--- src/shared/core_decode_regs.svh ---
// constants for the instruction decode and execute block
`ifndef CORE_DECODE_REGS_SVH
`define CORE_DECODE_REGS_SVH

`define IWORD_W        14
`define FADDR_W        7
`define PC_W           13
`define OSC_PER_CYCLE  2'h3
`define OP_LIT_ADD     5'h1F
`define OP_LIT_AND     6'h39
`define OP_ADD_FILE    6'h07
`define OP_AND_FILE    6'h05
`define OP_CLR_GROUP   6'h01
`define OP_CALL        3'h4
`define OP_BIT_SKIP1   4'h7
`define ZERO_ACCUMULATOR_WORD      14'h0103
`define LATCH_HI_BIT   4
`define LATCH_LO_BIT   3
`define NOP_WORD       14'h0000

`endif

--- src/shared/core_decode_pkg.sv ---
// types shared by the instruction decode and execute block
package core_decode_pkg;

    typedef enum logic [2:0]
    {
        op_nop       = 3'b000,
        op_lit_add   = 3'b001,
        op_lit_and   = 3'b010,
        op_file_add  = 3'b011,
        op_file_and  = 3'b100,
        op_bit_skip  = 3'b101,
        op_clr_file  = 3'b110,
        op_call      = 3'b111
    } op_e;

    typedef struct packed
    {
        op_e        op;
        logic       dest_file;
        logic [6:0] faddr;
        logic [2:0] bit_index;
        logic [7:0] literal;
        logic [10:0] target;
        logic       clr_acc;
    } decoded_s;

    typedef struct packed
    {
        logic       we;
        logic [6:0] addr;
        logic [7:0] data;
    } file_write_s;

endpackage : core_decode_pkg

--- src/verilog/instr_field_decoder.sv ---
// field decoder that splits a 14-bit instruction word into its operands
`timescale 1ns/1ps
`include "core_decode_regs.svh"

module instr_field_decoder
    import core_decode_pkg::*;
(
    input  wire logic [13:0] word,     // fetched instruction word
    output decoded_s         fields    // decoded operation and operands
);

    always_comb
    begin
        fields           = '0;
        fields.dest_file = word[7];
        fields.faddr     = word[`FADDR_W-1:0];
        fields.bit_index = word[9:7];
        fields.literal   = word[7:0];
        fields.target    = word[10:0];
        fields.op        = op_nop;
        // x bits are not compared, so either value decodes the same, except in ZERO_ACCUMULATOR_WORD, which is matched in full
        if (word[13:9] == `OP_LIT_ADD)
            fields.op = op_lit_add;
        else if (word[13:8] == `OP_LIT_AND)
            fields.op = op_lit_and;
        else if (word[13:11] == `OP_CALL)
            fields.op = op_call;
        else if (word[13:10] == `OP_BIT_SKIP1)
            fields.op = op_bit_skip;
        else if (word[13:8] == `OP_ADD_FILE)
            fields.op = op_file_add;
        else if (word[13:8] == `OP_AND_FILE)
            fields.op = op_file_and;
        else if (word[13:8] == `OP_CLR_GROUP && word[7])
            fields.op = op_clr_file;
        else if (word == `ZERO_ACCUMULATOR_WORD)
        begin
            fields.op      = op_lit_and;
            fields.literal = 8'h00;
            fields.clr_acc = 1'b1;
        end
    end

endmodule : instr_field_decoder

--- src/verilog/instr_exec_core.sv ---
// instruction decode and execute for a subset of the 14-bit instruction set
`timescale 1ns/1ps
`include "core_decode_regs.svh"

module instr_exec_core
    import core_decode_pkg::*;
(
    input  wire logic        clk,            // oscillator clock, 50 MHz
    input  wire logic        nrst,           // asynchronous reset, active low
    input  wire logic [13:0] prog_word,      // program memory word at fetch_addr
    input  wire logic [7:0]  file_rdata,     // file register at file_addr, same clock
    input  wire logic [4:0]  program_counter_high_latch, // upper pc source
    output logic      [12:0] fetch_addr,     // program counter
    output logic      [6:0]  file_addr,      // file register address
    output logic             file_we,        // file write strobe, one clock
    output logic      [7:0]  file_wdata,     // file write data
    output logic             push,           // stack push strobe, one clock
    output logic      [12:0] stack_top,      // return address pushed
    output logic      [7:0]  acc,            // working register
    output logic             carry,          // carry flag
    output logic             half_carry_flag,// digit carry flag
    output logic             zero,           // zero flag
    output logic             cycle_strobe    // one clock at each instruction end
);

    // ****************************************************************
    // instruction cycle divider
    // ****************************************************************
    logic [1:0] phase;
    logic       cycle_end;

    // four oscillator periods make one instruction cycle
    // phase restarts at zero on reset, so the first word is taken on the fourth edge
    always_ff @(posedge clk or negedge nrst)
    begin
        if (!nrst)
            phase <= 2'h0;
        else
            phase <= phase + 2'h1;
    end

    assign cycle_end = (phase == `OSC_PER_CYCLE);

    // ****************************************************************
    // pipeline: one word fetched while the previous executes
    // ****************************************************************
    logic [13:0] ir;
    logic        flush;
    decoded_s    dec;

    instr_field_decoder u_dec
    (
        .word   (ir),
        .fields (dec)
    );

    // ****************************************************************
    // operand and result path
    // ****************************************************************
    logic [8:0] sum;
    logic [4:0] low_sum;
    logic [7:0] operand;
    logic [7:0] result;
    logic       writes_flags_add;
    logic       bit_set;
    logic       dest_acc;

    // ****************************************************************
    // decode and arithmetic helpers
    // ****************************************************************
    function automatic logic [8:0] add8(input logic [7:0] a, input logic [7:0] b);
        add8 = {1'b0, a} + {1'b0, b};
    endfunction : add8

    function automatic logic [4:0] add4(input logic [3:0] a, input logic [3:0] b);
        add4 = {1'b0, a} + {1'b0, b};
    endfunction : add4

    // literal forms take their operand from the word itself
    function automatic logic is_literal_op(input op_e op);
        is_literal_op = (op == op_lit_add) || (op == op_lit_and);
    endfunction : is_literal_op

    // byte forms read the file register that file_addr points at
    function automatic logic is_file_op(input op_e op);
        is_file_op = (op == op_file_add) || (op == op_file_and);
    endfunction : is_file_op

    // adds update carry and half carry, the and forms leave them alone
    function automatic logic is_add_op(input op_e op);
        is_add_op = (op == op_lit_add) || (op == op_file_add);
    endfunction : is_add_op

    // sequential fetch; the counter wraps at the top of program space
    function automatic logic [12:0] pc_plus_one(input logic [12:0] pc);
        pc_plus_one = pc + 13'h0001;
    endfunction : pc_plus_one

    always_comb
    begin
        operand = is_literal_op(dec.op) ? dec.literal : file_rdata;
        // both sums are formed every clock; only the add forms pass them on
        sum     = add8(acc, operand);
        low_sum = add4(acc[3:0], operand[3:0]);
        result  = 8'h00;
        unique case (dec.op)
            op_lit_add, op_file_add : result = sum[7:0];
            op_lit_and, op_file_and : result = acc & operand;
            default                 : result = 8'h00;
        endcase
        writes_flags_add = is_add_op(dec.op);
        bit_set  = file_rdata[dec.bit_index];
        // literal forms always land in the accumulator, byte forms only with d=0
        dest_acc = is_literal_op(dec.op) || (is_file_op(dec.op) && !dec.dest_file);
    end

    // the operand address trails ir by one clock so that it leaves a flop;
    // the file read then has three clocks to settle before the cycle end
    always_ff @(posedge clk or negedge nrst)
    begin
        if (!nrst)
            file_addr <= 7'h00;
        else
            file_addr <= ir[`FADDR_W-1:0];
    end

    // ****************************************************************
    // instruction register and program counter
    // ****************************************************************
    // a taken skip or a call keeps the word fetched behind it in ir but
    // marks it squashed, so fetch_addr still moves once per cycle, stepping after a skip and jumping to the target after a call
    always_ff @(posedge clk or negedge nrst)
    begin
        if (!nrst)
        begin
            ir         <= `NOP_WORD;
            flush      <= 1'b0;
            fetch_addr <= 13'h0000;
        end
        else if (cycle_end)
        begin
            if (flush)
            begin
                // the squashed word has had its cycle as a nop
                ir         <= prog_word;
                flush      <= 1'b0;
                fetch_addr <= pc_plus_one(fetch_addr);
            end
            else if (dec.op == op_call)
            begin
                // the word fetched behind the call is loaded but squashed
                ir         <= prog_word;
                flush      <= 1'b1;
                fetch_addr <= {program_counter_high_latch[`LATCH_HI_BIT:`LATCH_LO_BIT],
                               dec.target};
            end
            else if (dec.op == op_bit_skip && bit_set)
            begin
                ir         <= prog_word;
                flush      <= 1'b1;
                fetch_addr <= pc_plus_one(fetch_addr);
            end
            else
            begin
                ir         <= prog_word;
                fetch_addr <= pc_plus_one(fetch_addr);
            end
        end
    end

    // ****************************************************************
    // stack push for calls
    // ****************************************************************
    always_ff @(posedge clk or negedge nrst)
    begin
        if (!nrst)
        begin
            push      <= 1'b0;
            stack_top <= 13'h0000;
        end
        else
        begin
            push <= cycle_end && !flush && (dec.op == op_call);
            // fetch_addr already points past the call: it is the return address
            if (cycle_end && !flush && dec.op == op_call)
                stack_top <= fetch_addr;
        end
    end

    // ****************************************************************
    // working register
    // ****************************************************************
    // a squashed word never reaches the accumulator
    always_ff @(posedge clk or negedge nrst)
    begin
        if (!nrst)
            acc <= 8'h00;
        else if (cycle_end && !flush && dest_acc)
            acc <= result;
    end

    // ****************************************************************
    // file write port
    // ****************************************************************
    // the strobe follows the cycle end by one clock, while file_addr
    // still holds the operand address of the word that just finished
    always_ff @(posedge clk or negedge nrst)
    begin
        if (!nrst)
        begin
            file_we    <= 1'b0;
            file_wdata <= 8'h00;
        end
        else
        begin
            file_we <= 1'b0;
            if (cycle_end && !flush)
            begin
                if (dec.op == op_clr_file)
                begin
                    file_we    <= 1'b1;
                    file_wdata <= 8'h00;
                end
                else if (is_file_op(dec.op) && dec.dest_file)
                begin
                    file_we    <= 1'b1;
                    file_wdata <= result;
                end
            end
        end
    end

    // ****************************************************************
    // carry and half carry
    // ****************************************************************
    always_ff @(posedge clk or negedge nrst)
    begin
        if (!nrst)
        begin
            carry           <= 1'b0;
            half_carry_flag <= 1'b0;
        end
        else if (cycle_end && !flush && writes_flags_add)
        begin
            carry           <= sum[8];
            half_carry_flag <= low_sum[4];
        end
    end

    // ****************************************************************
    // zero flag
    // ****************************************************************
    // the file clear forces the flag, since its result never passes through
    // the adder or the and gate
    always_ff @(posedge clk or negedge nrst)
    begin
        if (!nrst)
            zero <= 1'b0;
        else if (cycle_end && !flush)
        begin
            unique case (dec.op)
                op_lit_add, op_file_add : zero <= (result == 8'h00);
                op_lit_and, op_file_and : zero <= (result == 8'h00);
                op_clr_file             : zero <= 1'b1;
                default                 : zero <= zero;
            endcase
        end
    end

    // ****************************************************************
    // instruction cycle strobe
    // ****************************************************************
    always_ff @(posedge clk or negedge nrst)
    begin
        if (!nrst)
            cycle_strobe <= 1'b0;
        else
            cycle_strobe <= cycle_end;
    end

endmodule : instr_exec_core

--- config.mk ---
export PLATFORM = sky130hd
export DESIGN_NAME = instr_exec_core
export DESIGN_NICKNAME = d
export VERILOG_FILES = /design/src/shared/core_decode_pkg.sv /design/src/verilog/instr_field_decoder.sv /design/src/verilog/instr_exec_core.sv
export VERILOG_INCLUDE_DIRS = /design/src /design/src/shared
export SDC_FILE = /design/constraint.sdc
export NUM_CORES = 1
export LEC_CHECK = 0
export BUFFER_PORTS_ARGS = -buffer_cell sky130_fd_sc_hd__clkbuf_2
export CORE_MARGIN = 2
export CORE_UTILIZATION = 59
export DETAILED_ROUTE_END_ITERATION = 10
export GPL_ROUTABILITY_DRIVEN = 0
export PLACE_DENSITY = 0.86
export SYNTH_ARGS = -nofsm -noshare
export SYNTH_HDL_FRONTEND = slang
export SYNTH_SLANG_ARGS = --single-unit
--- constraint.sdc ---
create_clock -name clk -period 8.3 [get_ports clk]
set_clock_uncertainty 0.05 [all_clocks]
set_input_delay 2.49 -clock clk [delete_from_list [all_inputs] [get_ports clk]]
set_output_delay 2.49 -clock clk [all_outputs]
set_load 0.01 [all_outputs]
======== Word level (Yosys, flattened, before mapping) ========
Cells that the tools add are included.
cells by class
  mux-type cells .......................... 31
  reduce and logical (&&, ||, !) cells .... 22
  $lt $le $gt $ge ......................... 1
  add/sub/neg operators ................... 4
  bitwise gates (word level) .............. 1
  equal/unequal tests ..................... 16
operator list
  cell                                                                     number
  8-bit 2-to-1 mux                                                         11
  13-bit 2-to-1 mux                                                        2
  3-bit 2-to-1 mux                                                         7
  8-bit case mux with 2 select lines                                       1
  3-bit equality test (second input constant)                              5
  14-bit by 9-bit equality test with 1-bit output (second input constant)  1
  13-bit by 1-bit adder with 13-bit output (second input constant)         1
  6-bit by 3-bit equality test with 1-bit output (second input constant)   2
  8-bit by 8-bit adder with 9-bit output                                   1
  8-bit AND                                                                1
  1-bit logical AND                                                        8
  8-bit logical NOT                                                        1
  1-bit 2-to-1 mux                                                         7
  3-bit by 2-bit equality test with 1-bit output (second input constant)   2
  6-bit by 1-bit equality test with 1-bit output (second input constant)   1
  6-bit equality test (second input constant)                              1
  4-bit by 4-bit adder with 5-bit output                                   1
  5-bit equality test (second input constant)                              1
  4-bit by 3-bit equality test with 1-bit output (second input constant)   1
  1-bit logical OR                                                         4
  3-bit by 4-bit < comparator with 1-bit output (second input constant)    1
  2-bit AND reduction                                                      2
  2-bit nonzero test                                                       2
  2-bit OR reduction                                                       2
  other kinds (8)                                                          9
word-level totals
  input bits .............................. 29
  word-level logic and storage cells ...... 89
  bits in registers ....................... 72
  output and inout bits ................... 55

======== Logic depth before layout (Yosys ltp) ========
Gate-level depths: netlist of run 1.
  depth after elaboration ................. 16
  gate-level depth with buffers ........... 19
  gate-level depth less buffers ........... 17

======== Hierarchy ========
A second synthesis of run 1 with hierarchy kept.
second synthesis, totals
  cell total of the unflattened synthesis .. 387
  area, all modules ....................... 4023.9 µm²
modules (own cells, without submodules)
  module               seq. area each (µm²)  times used  area each (µm²)  cells each
  instr_exec_core      1801.7                1           3674.8           335
  instr_field_decoder  0.0                   1           349.1            52

======== Worst setup path after synthesis of run 1 ========
Ideal clock, no wire load.
  kind .................................... input port to flip-flop
  from .................................... in file_rdata[0]
  to ...................................... reg acc[6]
  data required time ...................... 8.125 ns
  buffers on the path ..................... 0
  setup time .............................. 0.125 ns
  data arrival time ....................... 4.361 ns
  stages on the path ...................... 12
  path slack .............................. 3.765 ns
  cells stage by stage .................... inv_1 o21ai_0 ha_1 inv_1 fa_1 nand2b_1 a21oi_1 a21o_1 a21oi_1 xor2_1 o2bb2ai_1 mux2_2
on the way
  longest elaborated chain between the ends .. 3
RTL lines
  item                                    RTL line                RTL
  start, declared                         instr_exec_core.sv:11   input wire logic [7:0] file_rdata,
  8-bit 2-to-1 mux                        instr_exec_core.sv:101  operand = is_literal_op(dec.op) ? dec.literal : file_rdata;
  8-bit by 8-bit adder with 9-bit output  instr_exec_core.sv:72   add8 = {1'b0, a} + {1'b0, b};
  8-bit case mux with 2 select lines      instr_exec_core.sv:106  unique case (dec.op)
  end signal, assigned                    instr_exec_core.sv:199  acc <= result;
  end, declared                           instr_exec_core.sv:19   output logic [7:0] acc,
Every way passes these cells.
A chain may end at the register's enable or synchronous reset.

======== Worst setup path in the final report of run 1 ========
  from .................................... in file_rdata[0]
  to ...................................... reg file_wdata[6]
on the way
  longest elaborated chain between the ends .. 5
RTL lines
  item                                    RTL line                RTL
  8-bit 2-to-1 mux                        instr_exec_core.sv:101
  8-bit by 8-bit adder with 9-bit output  instr_exec_core.sv:72
  8-bit case mux with 2 select lines      instr_exec_core.sv:106
  8-bit 2-to-1 mux                        instr_exec_core.sv:224  else if (is_file_op(dec.op) && dec.dest_file)
  8-bit 2-to-1 mux                        instr_exec_core.sv:219  if (dec.op == op_clr_file)
  end signal, assigned                    instr_exec_core.sv:227  file_wdata <= result;
  end, declared                           instr_exec_core.sv:16   output logic [7:0] file_wdata,
Every way passes these cells. The select of a mux whose other input is x is not followed.

==> flow_summary_export.csv, run 1 <==
group,metric,value,unit
outcome,status,"complete, no violations",
final_layout,areaGrowthSynthToFinish,16.15,%
drt,wire_per_inst,16.77,µm
logic_synthesis,synth_area,3827,µm²
worst_setup_path,path_max_fanout,4,
floorplanning,core_area,6314,µm²
logic_synthesis,synth_cells,341,
drt,vias,2967,
drt,ant_nets,0,
clock_network,cts_htree_levels,3,
worst_setup_path,critical_path_class,"input port to register",
clock_network,cts-root-buf,"clkbuf_8",
worst_setup_path,crit_required,8.48,ns
final_layout,fill_cells,472,
placed_design,dp_hpwl,5.851,mm
timing,rsz0062_at_grt,"false",
pwr,leakagePower,0.002166,µW
clock_network,clock_sinks,72,
timing,final_hold_viol_count,0,
drt,first_pass_iters,4,
grt,track_usage,24.48,%
pwr,pwr-share-seq,44.8,%
floorplanning,initial_core_util,60.62,%
logic_synthesis,yosysUniqueCellTypes,56,
worst_setup_path,crit_path_top_delay_cell,"fa_1",
timing,min_period,4.666,ns
worst_setup_path,crit_chain,"clkbuf_2, inv_1, o21ai_0, ha_1, inv_1, fa_1, nand2b_1, a21oi_1, a21o_1, a21oi_1, xor2_1, o2bb2ai_1, mux2_2",
final_layout,final_area,4446,µm²
floorplanning,fp.dieW,84.54,µm
pwr,switching_share,34.76,%
floorplanning,num_io_pins,84,
clock_network,numCtsBuffers,9,
placed_design,place_inst,484,
pwr,ir_worst_vdd,0.1781,mV
logic_synthesis,synth_largest_area_cell,"dfrtp_1",
pwr,powerDensity,243.4,nW/µm²
final_layout,drive_gt1_share,37.83,%
final_layout,antenna_cells,0,
drt,drc,0,
grt,antenna_found_initial,0,
drt,routed_wl,8.385,mm
clock_network,clk_path_buf_depth,2,
timing,finalCritPeriodShare,56.22,%
min_path,hp-class,"register to register",
floorplanning,die_h,84.54,µm
timing,final_max_slew_viol_count,0,
pwr,total_power,1082,µW
clock_network,cts_tree,"done",
drt,drt-initial-drc-count,194,
timing,fmax,0.2143,GHz
logic_synthesis,netlist.area_leader.share,47.07,%
grt,grt_pass1_wl,14.06,mm
logic_synthesis,synth-edff-count,0,
grt,gr-total-overflow,0,
clock_network,cts_resized,0,
floorplanning,rows,29,
run,drv_cap,0,
logic_synthesis,synth.net_count,381,
timing,slew_headroom,40.29,%
worst_setup_path,worst_setup_path_end_kind,"register",
pwr,switching_power,376.2,µW
clock_network,post_cts_buffers,0,
clock_network,clk_latency,0.35,ns
pwr,p_int,706.0,µW
pwr,power_frac_clock,24.3,%
clock_network,clk_pin_slew,0.07,ns
logic_synthesis,synth_area_per_cell,11.22,µm²
worst_setup_path,crit_family,"compound AO/OA/AOI/OAI gates",
worst_setup_path,worst-path-buf-inv,3,
grt,grt_max_degree,73,
pwr,p_comb_share,30.9,%
timing,finalSetupTns,0,ns
timing,holdWs,0.3841,ns
clock_network,cts_hold_buf,0,
placed_design,io_buffers,80,
logic_synthesis,yosysSeqAreaShare,47.07,%
logic_synthesis,synth_warnings,0,
final_layout,multiInputGateArea,1894,µm²
timing,finalSetupViolCount,0,
placed_design,post_dp_cell_area,4253,µm²
logic_synthesis,synth_ff_type,"dfrtp_1",
worst_setup_path,crit_arrival,4.85,ns
grt,first_global_vias,2945,
drt,avgViaCountPerCell,5.934,
worst_setup_path,cp-start-kind,"input port",
final_layout,final-seq-area,1802,µm²
logic_synthesis,async_flop_share,100.0,%
logic_synthesis,ys_ff_latch,72,
logic_synthesis,synth_area_leaders,"dfrtp_1, mux2_2, ha_1",
final_layout,final_nets,458,
final_layout,stdcell_count,500,
timing,worstMarginPinSlew,0.8956,ns
worst_setup_path,slowest_delay,0.40,ns
floorplanning,die_area,7147,µm²
## worst paths after layout
| path | start | end | slack, ns | cells past startpoint |
|---|---|---|---|---|
| worst max-delay path | file_rdata[0] | file_wdata[6]$_DFFE_PN0P_ | 3.63 | 13 |
| worst min-delay path | phase[0]$_DFF_PN0_ | phase[0]$_DFF_PN0_ | 0.38 | 1 |
| max in group asynchronous | nrst | file_wdata[7]$_DFFE_PN0P_ | 5.32 | 2 |
| worst max register to register | ir[8]$_DFFE_PN0P_ | file_wdata[6]$_DFFE_PN0P_ | 3.79 | 17 |
| min in group asynchronous | nrst | stack_top[4]$_DFFE_PN0P_ | 2.30 | 2 |
| worst min register to register | phase[0]$_DFF_PN0_ | phase[0]$_DFF_PN0_ | 0.38 | 1 |
## stage by stage
| stage | setup slack (ns) | util (%) |
|---|---|---|
| finish | 3.634 | 70.41 |
| global route | 3.457 | 70.41 |
| CTS | 3.683 | 70.41 |
| detailed placement | 3.345 | 67.36 |
| global placement | 3.460 | 67.36 |
| floorplan | 3.765 | - |
## state kept, by name, summed over array words and instances (netlist names)
name and cells:
carry 1, zero 1, flush 1, acc 8
ir 14, half_carry_flag 1, cycle_strobe 1, stack_top 13
file_addr 7, file_we 1, phase 2, fetch_addr 13
push 1, file_wdata 8
## worst reg2reg max path, stage by stage (launching register included)
cell       delay [ns]
dfrtp_1          0.56
nor4b_4          0.39
nand4_1          0.32
nand4b_4         0.21
nor2_2           0.08
nor3_4           0.49
nand3_1          0.13
o21ai_0          0.12
ha_1             0.27
inv_1            0.07
fa_1             0.40
nand2b_1         0.17
a21oi_1          0.24
a21o_1           0.16
a21oi_1          0.11
xor2_1           0.22
o2bb2ai_1        0.12
mux2_2           0.27
## layout make-up
type / count / share of cell area (%)
flip-flops and latches: 72 / 40.53
inverters: 10 / 0.8444
multi-input cells: 242 / 42.61
clock inverters: 4 / 0.6192
clock buffers: 12 / 3.715
well taps: 77 / 2.167
repair buffers: 83 / 9.513
## synthesized netlist by cell type, types with 6 or more instances
| cell type | count |
|---|---|
| a31oi_1 | 6 |
| dfrtp_1 | 72 |
| ha_1 | 10 |
| a21oi_1 | 18 |
| a22o_1 | 9 |
| nand3_1 | 14 |
| inv_1 | 10 |
| nand2_1 | 23 |
| mux2_2 | 42 |
| nor2_1 | 19 |
| o21ai_0 | 19 |
## power by group through the flow
stage,registers [µW],logic [µW],clock network (µW)
global route,495,371,281
floorplan,503,193,0
CTS,483,334,270
global placement,486,317,0
finish,484,335,263
detailed placement,490,332,0
## logic make-up (layout without fill, tap and decap cells)
kind of cell / count (synthesis) / count (layout) / share of synthesized area, %
simple gates: 94 / 94 / 13.76
compound gates: 81 / 81 / 14.65
flops: 72 / 72 / 47.07
mux: 49 / 49 / 15.50
buf+inv: 27 / 109 / 3.432
fa+ha+maj: 11 / 11 / 3.792
xor+xnor: 7 / 7 / 1.798
## layer usage
metal | up-vias | GRT usage (%) | routed length (µm) | part of all wire, %
met3 | 8 | 5.015 | 547 | 6.5
met2 | 119 | 42.02 | 4233 | 50
met5 | - | 0 | 0 | 0
met1 | 1421 | 31.45 | 3525 | 42
met4 | 0 | 7.215 | 78 | 0.93
li1 | 1419 | - | - | -
## cells in the final DEF (no fill, tap or decap), drive strengths merged, types with 2 or more instances in the layout
master and n:
a211oi 2, a21o 3, a21oi 18, a22o 9, a22oi 2, a31oi 6, and2 2, and3 2
buf 4, clkbuf 91, clkinv 4, dfrtp 72, ha 10, inv 10, mux2 47, mux4 2
nand2 24, nand2b 5, nand3 14, nand3b 2, nand4 4, nand4b 2, nor2 20, nor2b 4
nor3 3, nor3b 2, nor4 4, o21ai 21, o22ai 4, o2bb2ai 5, o31ai 5, o41ai 2
or2 2, xnor2 4, xor2 3
(Power assumes the default switching activity.)
==> inputs of run 2 (changes only) <==
--- a/config.mk
+++ b/config.mk
@@ -6,12 +6,13 @@
 export SDC_FILE = /design/constraint.sdc
 export NUM_CORES = 1
 export LEC_CHECK = 0
+export ABC_AREA = 1
 export BUFFER_PORTS_ARGS = -buffer_cell sky130_fd_sc_hd__clkbuf_2
 export CORE_MARGIN = 2
-export CORE_UTILIZATION = 59
+export CORE_UTILIZATION = 54
 export DETAILED_ROUTE_END_ITERATION = 10
 export GPL_ROUTABILITY_DRIVEN = 0
-export PLACE_DENSITY = 0.86
+export PLACE_DENSITY = 0.79
 export SYNTH_ARGS = -nofsm -noshare
 export SYNTH_HDL_FRONTEND = slang
 export SYNTH_SLANG_ARGS = --single-unit
==> constraint.sdc (replaced) <==
create_clock -name clk -period 4.4 [get_ports clk]
set_clock_uncertainty 0.05 [all_clocks]
set_input_delay 1.32 -clock clk [delete_from_list [all_inputs] [get_ports clk]]
set_output_delay 1.32 -clock clk [all_outputs]
set_load 0.01 [all_outputs]
==> run 2 against run 1 <==
  * Area after synthesis decreased by 0.16%
  * Register-to-register slack got worse by 3.2 ns
  * Clock-buffer cell count is 2 lower
  * Critical endpoint is now zero$_DFFE_PN0P_
  * Largest power group unchanged
==> flow_summary_export.csv, run 2 <==
group,metric,value,unit
outcome,status,"complete, no violations",
clock_network,clk_pin_slew,0.08,ns
final_layout,stdcell_count,653,
final_layout,final-seq-area,1802,µm²
grt,gr-total-overflow,0,
drt,routed_wl,9.129,mm
final_layout,antenna_cells,0,
timing,worstMarginPinSlew,0.8854,ns
grt,grt_pass1_wl,15.21,mm
worst_setup_path,path_max_fanout,16,
final_layout,reg_top3,"ir x14, fetch_addr x13, stack_top x13",
final_layout,final_area,4519,µm²
floorplanning,core_area,6832,µm²
grt,antenna_found_initial,0,
final_layout,final_common_cell,"nand2_1",
timing,rsz0062_at_grt,"false",
worst_setup_path,cp-start-kind,"register",
timing,finalSetupTns,0,ns
clock_network,cts_htree_levels,3,
final_layout,largest_reg_flops,14,
timing,finalCritPeriodShare,85.93,%
logic_synthesis,netlist.area_leader.share,47.15,%
logic_synthesis,synth_largest_area_cell,"dfrtp_1",
clock_network,post_cts_buffers,0,
floorplanning,die_h,88.12,µm
final_layout,final_util,66.15,%
logic_synthesis,synth_common_cells,"nand2_1, dfrtp_1, o21ai_0",
worst_setup_path,slowest_delay,0.45,ns
logic_synthesis,synth.net_count,511,
drt,ant_nets,0,
timing,finalSetupViolCount,0,
drt,drt-initial-drc-count,260,
floorplanning,die_area,7765,µm²
clock_network,cts-root-buf,"clkbuf_8",
drt,wire_per_inst,13.98,µm
final_layout,areaGrowthSynthToFinish,18.27,%
floorplanning,rows,30,
min_path,hp-class,"register to register",
worst_setup_path,critical_path_class,"register to register",
placed_design,place_inst,637,
clock_network,clk_path_buf_depth,2,
final_layout,drive_gt1_share,25.49,%
logic_synthesis,yosysUniqueCellTypes,32,
clock_network,cts_tree,"done",
timing,fmax,0.2645,GHz
clock_network,cts_hold_buf,0,
logic_synthesis,async_flop_share,100.0,%
drt,drc,0,
grt,track_usage,25.26,%
drt,avgViaCountPerCell,5.296,
timing,slew_headroom,40.97,%
placed_design,post_dp_cell_area,4292,µm²
drt,vias,3458,
pwr,powerDensity,395.3,nW/µm²
logic_synthesis,synth_ff_type,"dfrtp_1",
pwr,leakagePower,0.002373,µW
worst_setup_path,crit_top_cell,"nand2_1",
logic_synthesis,synth_area_per_cell,8.113,µm²
final_layout,multiInputGateArea,1722,µm²
run,drv_cap,0,
grt,grt_max_degree,73,
logic_synthesis,synth_warnings,0,
placed_design,dp_hpwl,6.636,mm
logic_synthesis,yosysSeqAreaShare,47.15,%
worst_setup_path,worst_setup_path_end_kind,"register",
logic_synthesis,synth_cells,471,
floorplanning,fp.dieW,88.12,µm
timing,min_period,3.781,ns
final_layout,final_nets,592,
placed_design,io_buffers,80,
floorplanning,num_io_pins,84,
grt,first_global_vias,3191,
clock_network,clock_sinks,72,
worst_setup_path,crit_path_top_delay_cell,"dfrtp_1",
clock_network,cts_resized,0,
clock_network,clk_latency,0.35,ns
pwr,ir_worst_vdd,0.2041,mV
pwr,total_power,1787,µW
worst_setup_path,crit_arrival,4.02,ns
floorplanning,initial_core_util,55.93,%
worst_setup_path,crit_required,4.64,ns
logic_synthesis,synth.most_common_cell,"nand2_1",
drt,first_pass_iters,5,
logic_synthesis,synth-edff-count,0,
final_layout,layout_common_cells,"nand2_1, clkbuf_2, dfrtp_1",
logic_synthesis,synth_area_leaders,"dfrtp_1, nand2_1, o21ai_0",
logic_synthesis,synth_area,3821,µm²
final_layout,top_register,"ir",
final_layout,fill_cells,590,
timing,final_max_slew_viol_count,0,
timing,final_hold_viol_count,0,
clock_network,numCtsBuffers,9,
logic_synthesis,ys_ff_latch,72,
-- run 2: metal layers --
layer  part of all wire, %  GRT usage, %  up-vias  wire [µm]
li1                      -             -     1692          -
met3                   5.6         5.090       17        507
met4                   1.6         7.989        0        144
met5                     0             0        -          0
met1                    46         35.79     1635       4203
met2                    47         39.33      114       4274
-- run 2: power breakdown --
group / switching [µW] / total [µW] / internal (µW)
registers: 68.6 / 812 / 744
logic: 232 / 378 / 146
clock network: 260 / 596 / 337
total: 560 / 1790 / 1230
-- run 2: per-stage QoR --
| step | setup WS (ns) | hold WS (ns) |
|---|---|---|
| final | 0.6192 | 0.3732 |
| after global routing | 0.1673 | 0.4076 |
| after CTS | 0.6538 | 0.3791 |
| after detailed placement | 0.6799 | 0.3680 |
| after global placement | 0.7442 | 0.3614 |
| after floorplan | 1.110 | 0.3398 |
-- run 2: area by class of cell --
| type | count | share of cell area [%] |
|---|---|---|
| clock buffers | 10 | 3.045 |
| clock inverters | 6 | 1.993 |
| inverters | 62 | 5.150 |
| multi-input cells | 325 | 38.10 |
| flip-flops and latches | 72 | 39.87 |
| well taps | 96 | 2.658 |
| repair buffers | 82 | 9.192 |
-- run 2: kinds of logic after synthesis --
family                     count (synthesis)  synth area share (%)
and+or+nand+nor                          204                 24.33
AOI/OAI and AO/OA                        103                 15.32
buffers and inverters                     74                 7.793
DFF                                       72                 47.15
adders and majority gates                 11                 3.798
xor gates and xnor gates                   7                 1.604
-- run 2: worst paths after layout --
path	startpoint	slack, ns	cells after the start	end
max	ir[11]$_DFFE_PN0P_	0.62	26	zero$_DFFE_PN0P_
min	phase[0]$_DFF_PN0_	0.37	1	phase[0]$_DFF_PN0_
max reg2reg	ir[11]$_DFFE_PN0P_	0.62	26	zero$_DFFE_PN0P_
min reg2reg	phase[0]$_DFF_PN0_	0.37	1	phase[0]$_DFF_PN0_
max in group asynchronous	nrst	2.60	2	half_carry_flag$_DFFE_PN0P_
min in group asynchronous	nrst	1.10	2	stack_top[8]$_DFFE_PN0P_
-- run 2: critical path, delay by kind of cell (launching register included) --
kind,cells,cell delay (ns)
flip-flops,1,0.45
AO/OA/AOI/OAI,2,0.34
buffers and inverters,3,0.21
adder cells (fa/ha/maj),2,0.58
AND/OR/NAND/NOR,19,2.07
==> inputs of run 3 (changes only) <==
--- a/config.mk
+++ b/config.mk
@@ -8,7 +8,8 @@
 export LEC_CHECK = 0
 export ABC_AREA = 1
 export BUFFER_PORTS_ARGS = -buffer_cell sky130_fd_sc_hd__clkbuf_2
-export CORE_MARGIN = 2
+export CORE_ASPECT_RATIO = 1.5
+export CORE_MARGIN = 5
 export CORE_UTILIZATION = 54
 export DETAILED_ROUTE_END_ITERATION = 10
 export GPL_ROUTABILITY_DRIVEN = 0
==> run 3 against run 2 <==
  * First-iteration DRC count shrank 22%
  * Hold slack better by 0.014 ns
  * Core utilization down 1.7 points
  * Critical path type unchanged
  * Sequential share of layout area up 0.64 points
==> flow_summary_export.csv, run 3 (synthesis results as in run 2) <==
group,metric,value,unit
outcome,status,"complete, no violations",
clock_network,cts_resized,0,
timing,fmax,0.2689,GHz
timing,finalCritPeriodShare,84.53,%
final_layout,final_nets,592,
worst_setup_path,crit_family,"simple AND/OR/NAND/NOR gates",
worst_setup_path,worst_setup_path_end_kind,"register",
drt,first_pass_iters,4,
pwr,ir_worst_vdd,0.2293,mV
drt,ant_nets,0,
drt,avgViaCountPerCell,5.384,
min_path,min_path_cells,1,
worst_setup_path,path_max_fanout,16,
worst_setup_path,cp-start-kind,"register",
run,drv_cap,0,
clock_network,cts_htree_levels,3,
timing,slew_headroom,42.99,%
grt,antenna_found_initial,0,
floorplanning,initial_core_util,55.40,%
clock_network,numCtsBuffers,9,
final_layout,layout_common_cells,"nand2_1, clkbuf_2, dfrtp_1",
grt,first_global_vias,3396,
worst_setup_path,crit_arrival,3.96,ns
timing,min_period,3.719,ns
floorplanning,die_area,8893,µm²
clock_network,cts_hold_buf,0,
grt,grt_pass1_wl,15.24,mm
placed_design,io_buffers,80,
worst_setup_path,reg2reg_depth,26,
final_layout,largest_reg_flops,14,
floorplanning,core_area,6898,µm²
drt,vias,3419,
worst_setup_path,crit_top_cell,"nand2_1",
timing,finalSetupTns,0,ns
drt,drt-initial-drc-count,204,
final_layout,drive_gt1_share,24.96,%
grt,gr-total-overflow,0,
worst_setup_path,worst-path-buf-inv,2,
final_layout,reg_top3,"ir x14, fetch_addr x13, stack_top x13",
clock_network,clock_sinks,72,
clock_network,post_cts_buffers,0,
clock_network,cts-root-buf,"clkbuf_8",
worst_setup_path,reg2reg_slack,0.68,ns
min_path,hold_start,"phase[0]$_DFF_PN0_",
clock_network,cts_tree,"done",
clock_network,clk_pin_slew,0.07,ns
min_path,hp-class,"register to register",
grt,track_usage,21.86,%
floorplanning,fp.dieW,78.69,µm
placed_design,dp_hpwl,6.990,mm
final_layout,areaGrowthSynthToFinish,16.40,%
worst_setup_path,r2r-start,"ir[13]$_DFFE_PN0P_",
drt,drc,0,
timing,holdWs,0.3875,ns
worst_setup_path,critical_path_class,"register to register",
clock_network,clk_latency,0.36,ns
floorplanning,num_io_pins,84,
timing,rsz0062_at_grt,"false",
timing,final_max_slew_viol_count,0,
worst_setup_path,r2r-end,"zero$_DFFE_PN0P_",
final_layout,fill_cells,625,
final_layout,antenna_cells,0,
timing,finalSetupViolCount,0,
floorplanning,die_h,113.0,µm
worst_setup_path,crit_path_top_delay_cell,"dfrtp_1",
pwr,powerDensity,370.4,nW/µm²
timing,final_hold_viol_count,0,
drt,routed_wl,9.081,mm
floorplanning,rows,37,
grt,grt_max_degree,43,
drt,wire_per_inst,14.30,µm
timing,worstMarginPinSlew,0.8552,ns
pwr,leakagePower,0.002348,µW
clock_network,clk_path_buf_depth,2,
final_layout,top_register,"ir",
final_layout,final_common_cell,"nand2_1",
min_path,holdPathEnd,"phase[0]$_DFF_PN0_",
worst_setup_path,slowest_delay,0.46,ns
worst_setup_path,crit_required,4.64,ns
-- run 3: cell types whose count changed in the layout (fill, tap and decap cells not counted) --
cell       delta
bufinv_16     -2
inv_6         -1
clkinv_2      +1
buf_4         -1
buf_12        +1
clkbuf_1      +3
clkinv_4      -1
-- run 3: worst max-delay path by stage --
stage	start	endpoint	slack, ns	depth (start not counted)
floorplan	ir[7]$_DFFE_PN0P_	zero$_DFFE_PN0P_	1.11	28
finish	ir[13]$_DFFE_PN0P_	zero$_DFFE_PN0P_	0.68	26
detailed placement	ir[13]$_DFFE_PN0P_	zero$_DFFE_PN0P_	0.69	26
global placement	ir[13]$_DFFE_PN0P_	zero$_DFFE_PN0P_	0.79	26
global route	ir[10]$_DFFE_PN0P_	zero$_DFFE_PN0P_	0.36	26
CTS	ir[13]$_DFFE_PN0P_	zero$_DFFE_PN0P_	0.66	26
-- run 3: metal layers --
layer  wire length [µm]  vias to the layer above  global-route usage, %
met5                  0                        -                      0
met4                241                        0                  12.02
met3                523                       19                  4.459
met2               4639                      107                  38.63
met1               3676                     1600                  24.17
li1                   -                     1693                      -
-- run 3: where the power goes --
part	switching, µW	internal, µW
combinational	228	147
clock	244	219
sequential	66.1	744
-- run 3: metrics by stage --
stage | utilization, % | setup slack [ns] | std cells | power, µW | instance area, µm²
after floorplan | - | 1.110 | 471 | 1041 | 3821
after global placement | 62.07 | 0.7931 | 619 | 1184 | 4282
after detailed placement | 62.07 | 0.6868 | 619 | 1199 | 4282
after CTS | 64.48 | 0.6619 | 635 | 1662 | 4448
after global routing | 64.48 | 0.3616 | 635 | 1746 | 4448
final | 64.48 | 0.6808 | 635 | 1648 | 4448
-- run 3: layout make-up --
class,count,area (µm²),share of cell area (%)
inverter,62,232.7,5.232
sequential,72,1802,40.51
tap,78,97.59,2.194
clock inverter,3,17.52,0.3938
multi-input combinational,325,1722,38.71
timing repair buffer,82,427.9,9.620
clock buffer,13,148.9,3.347
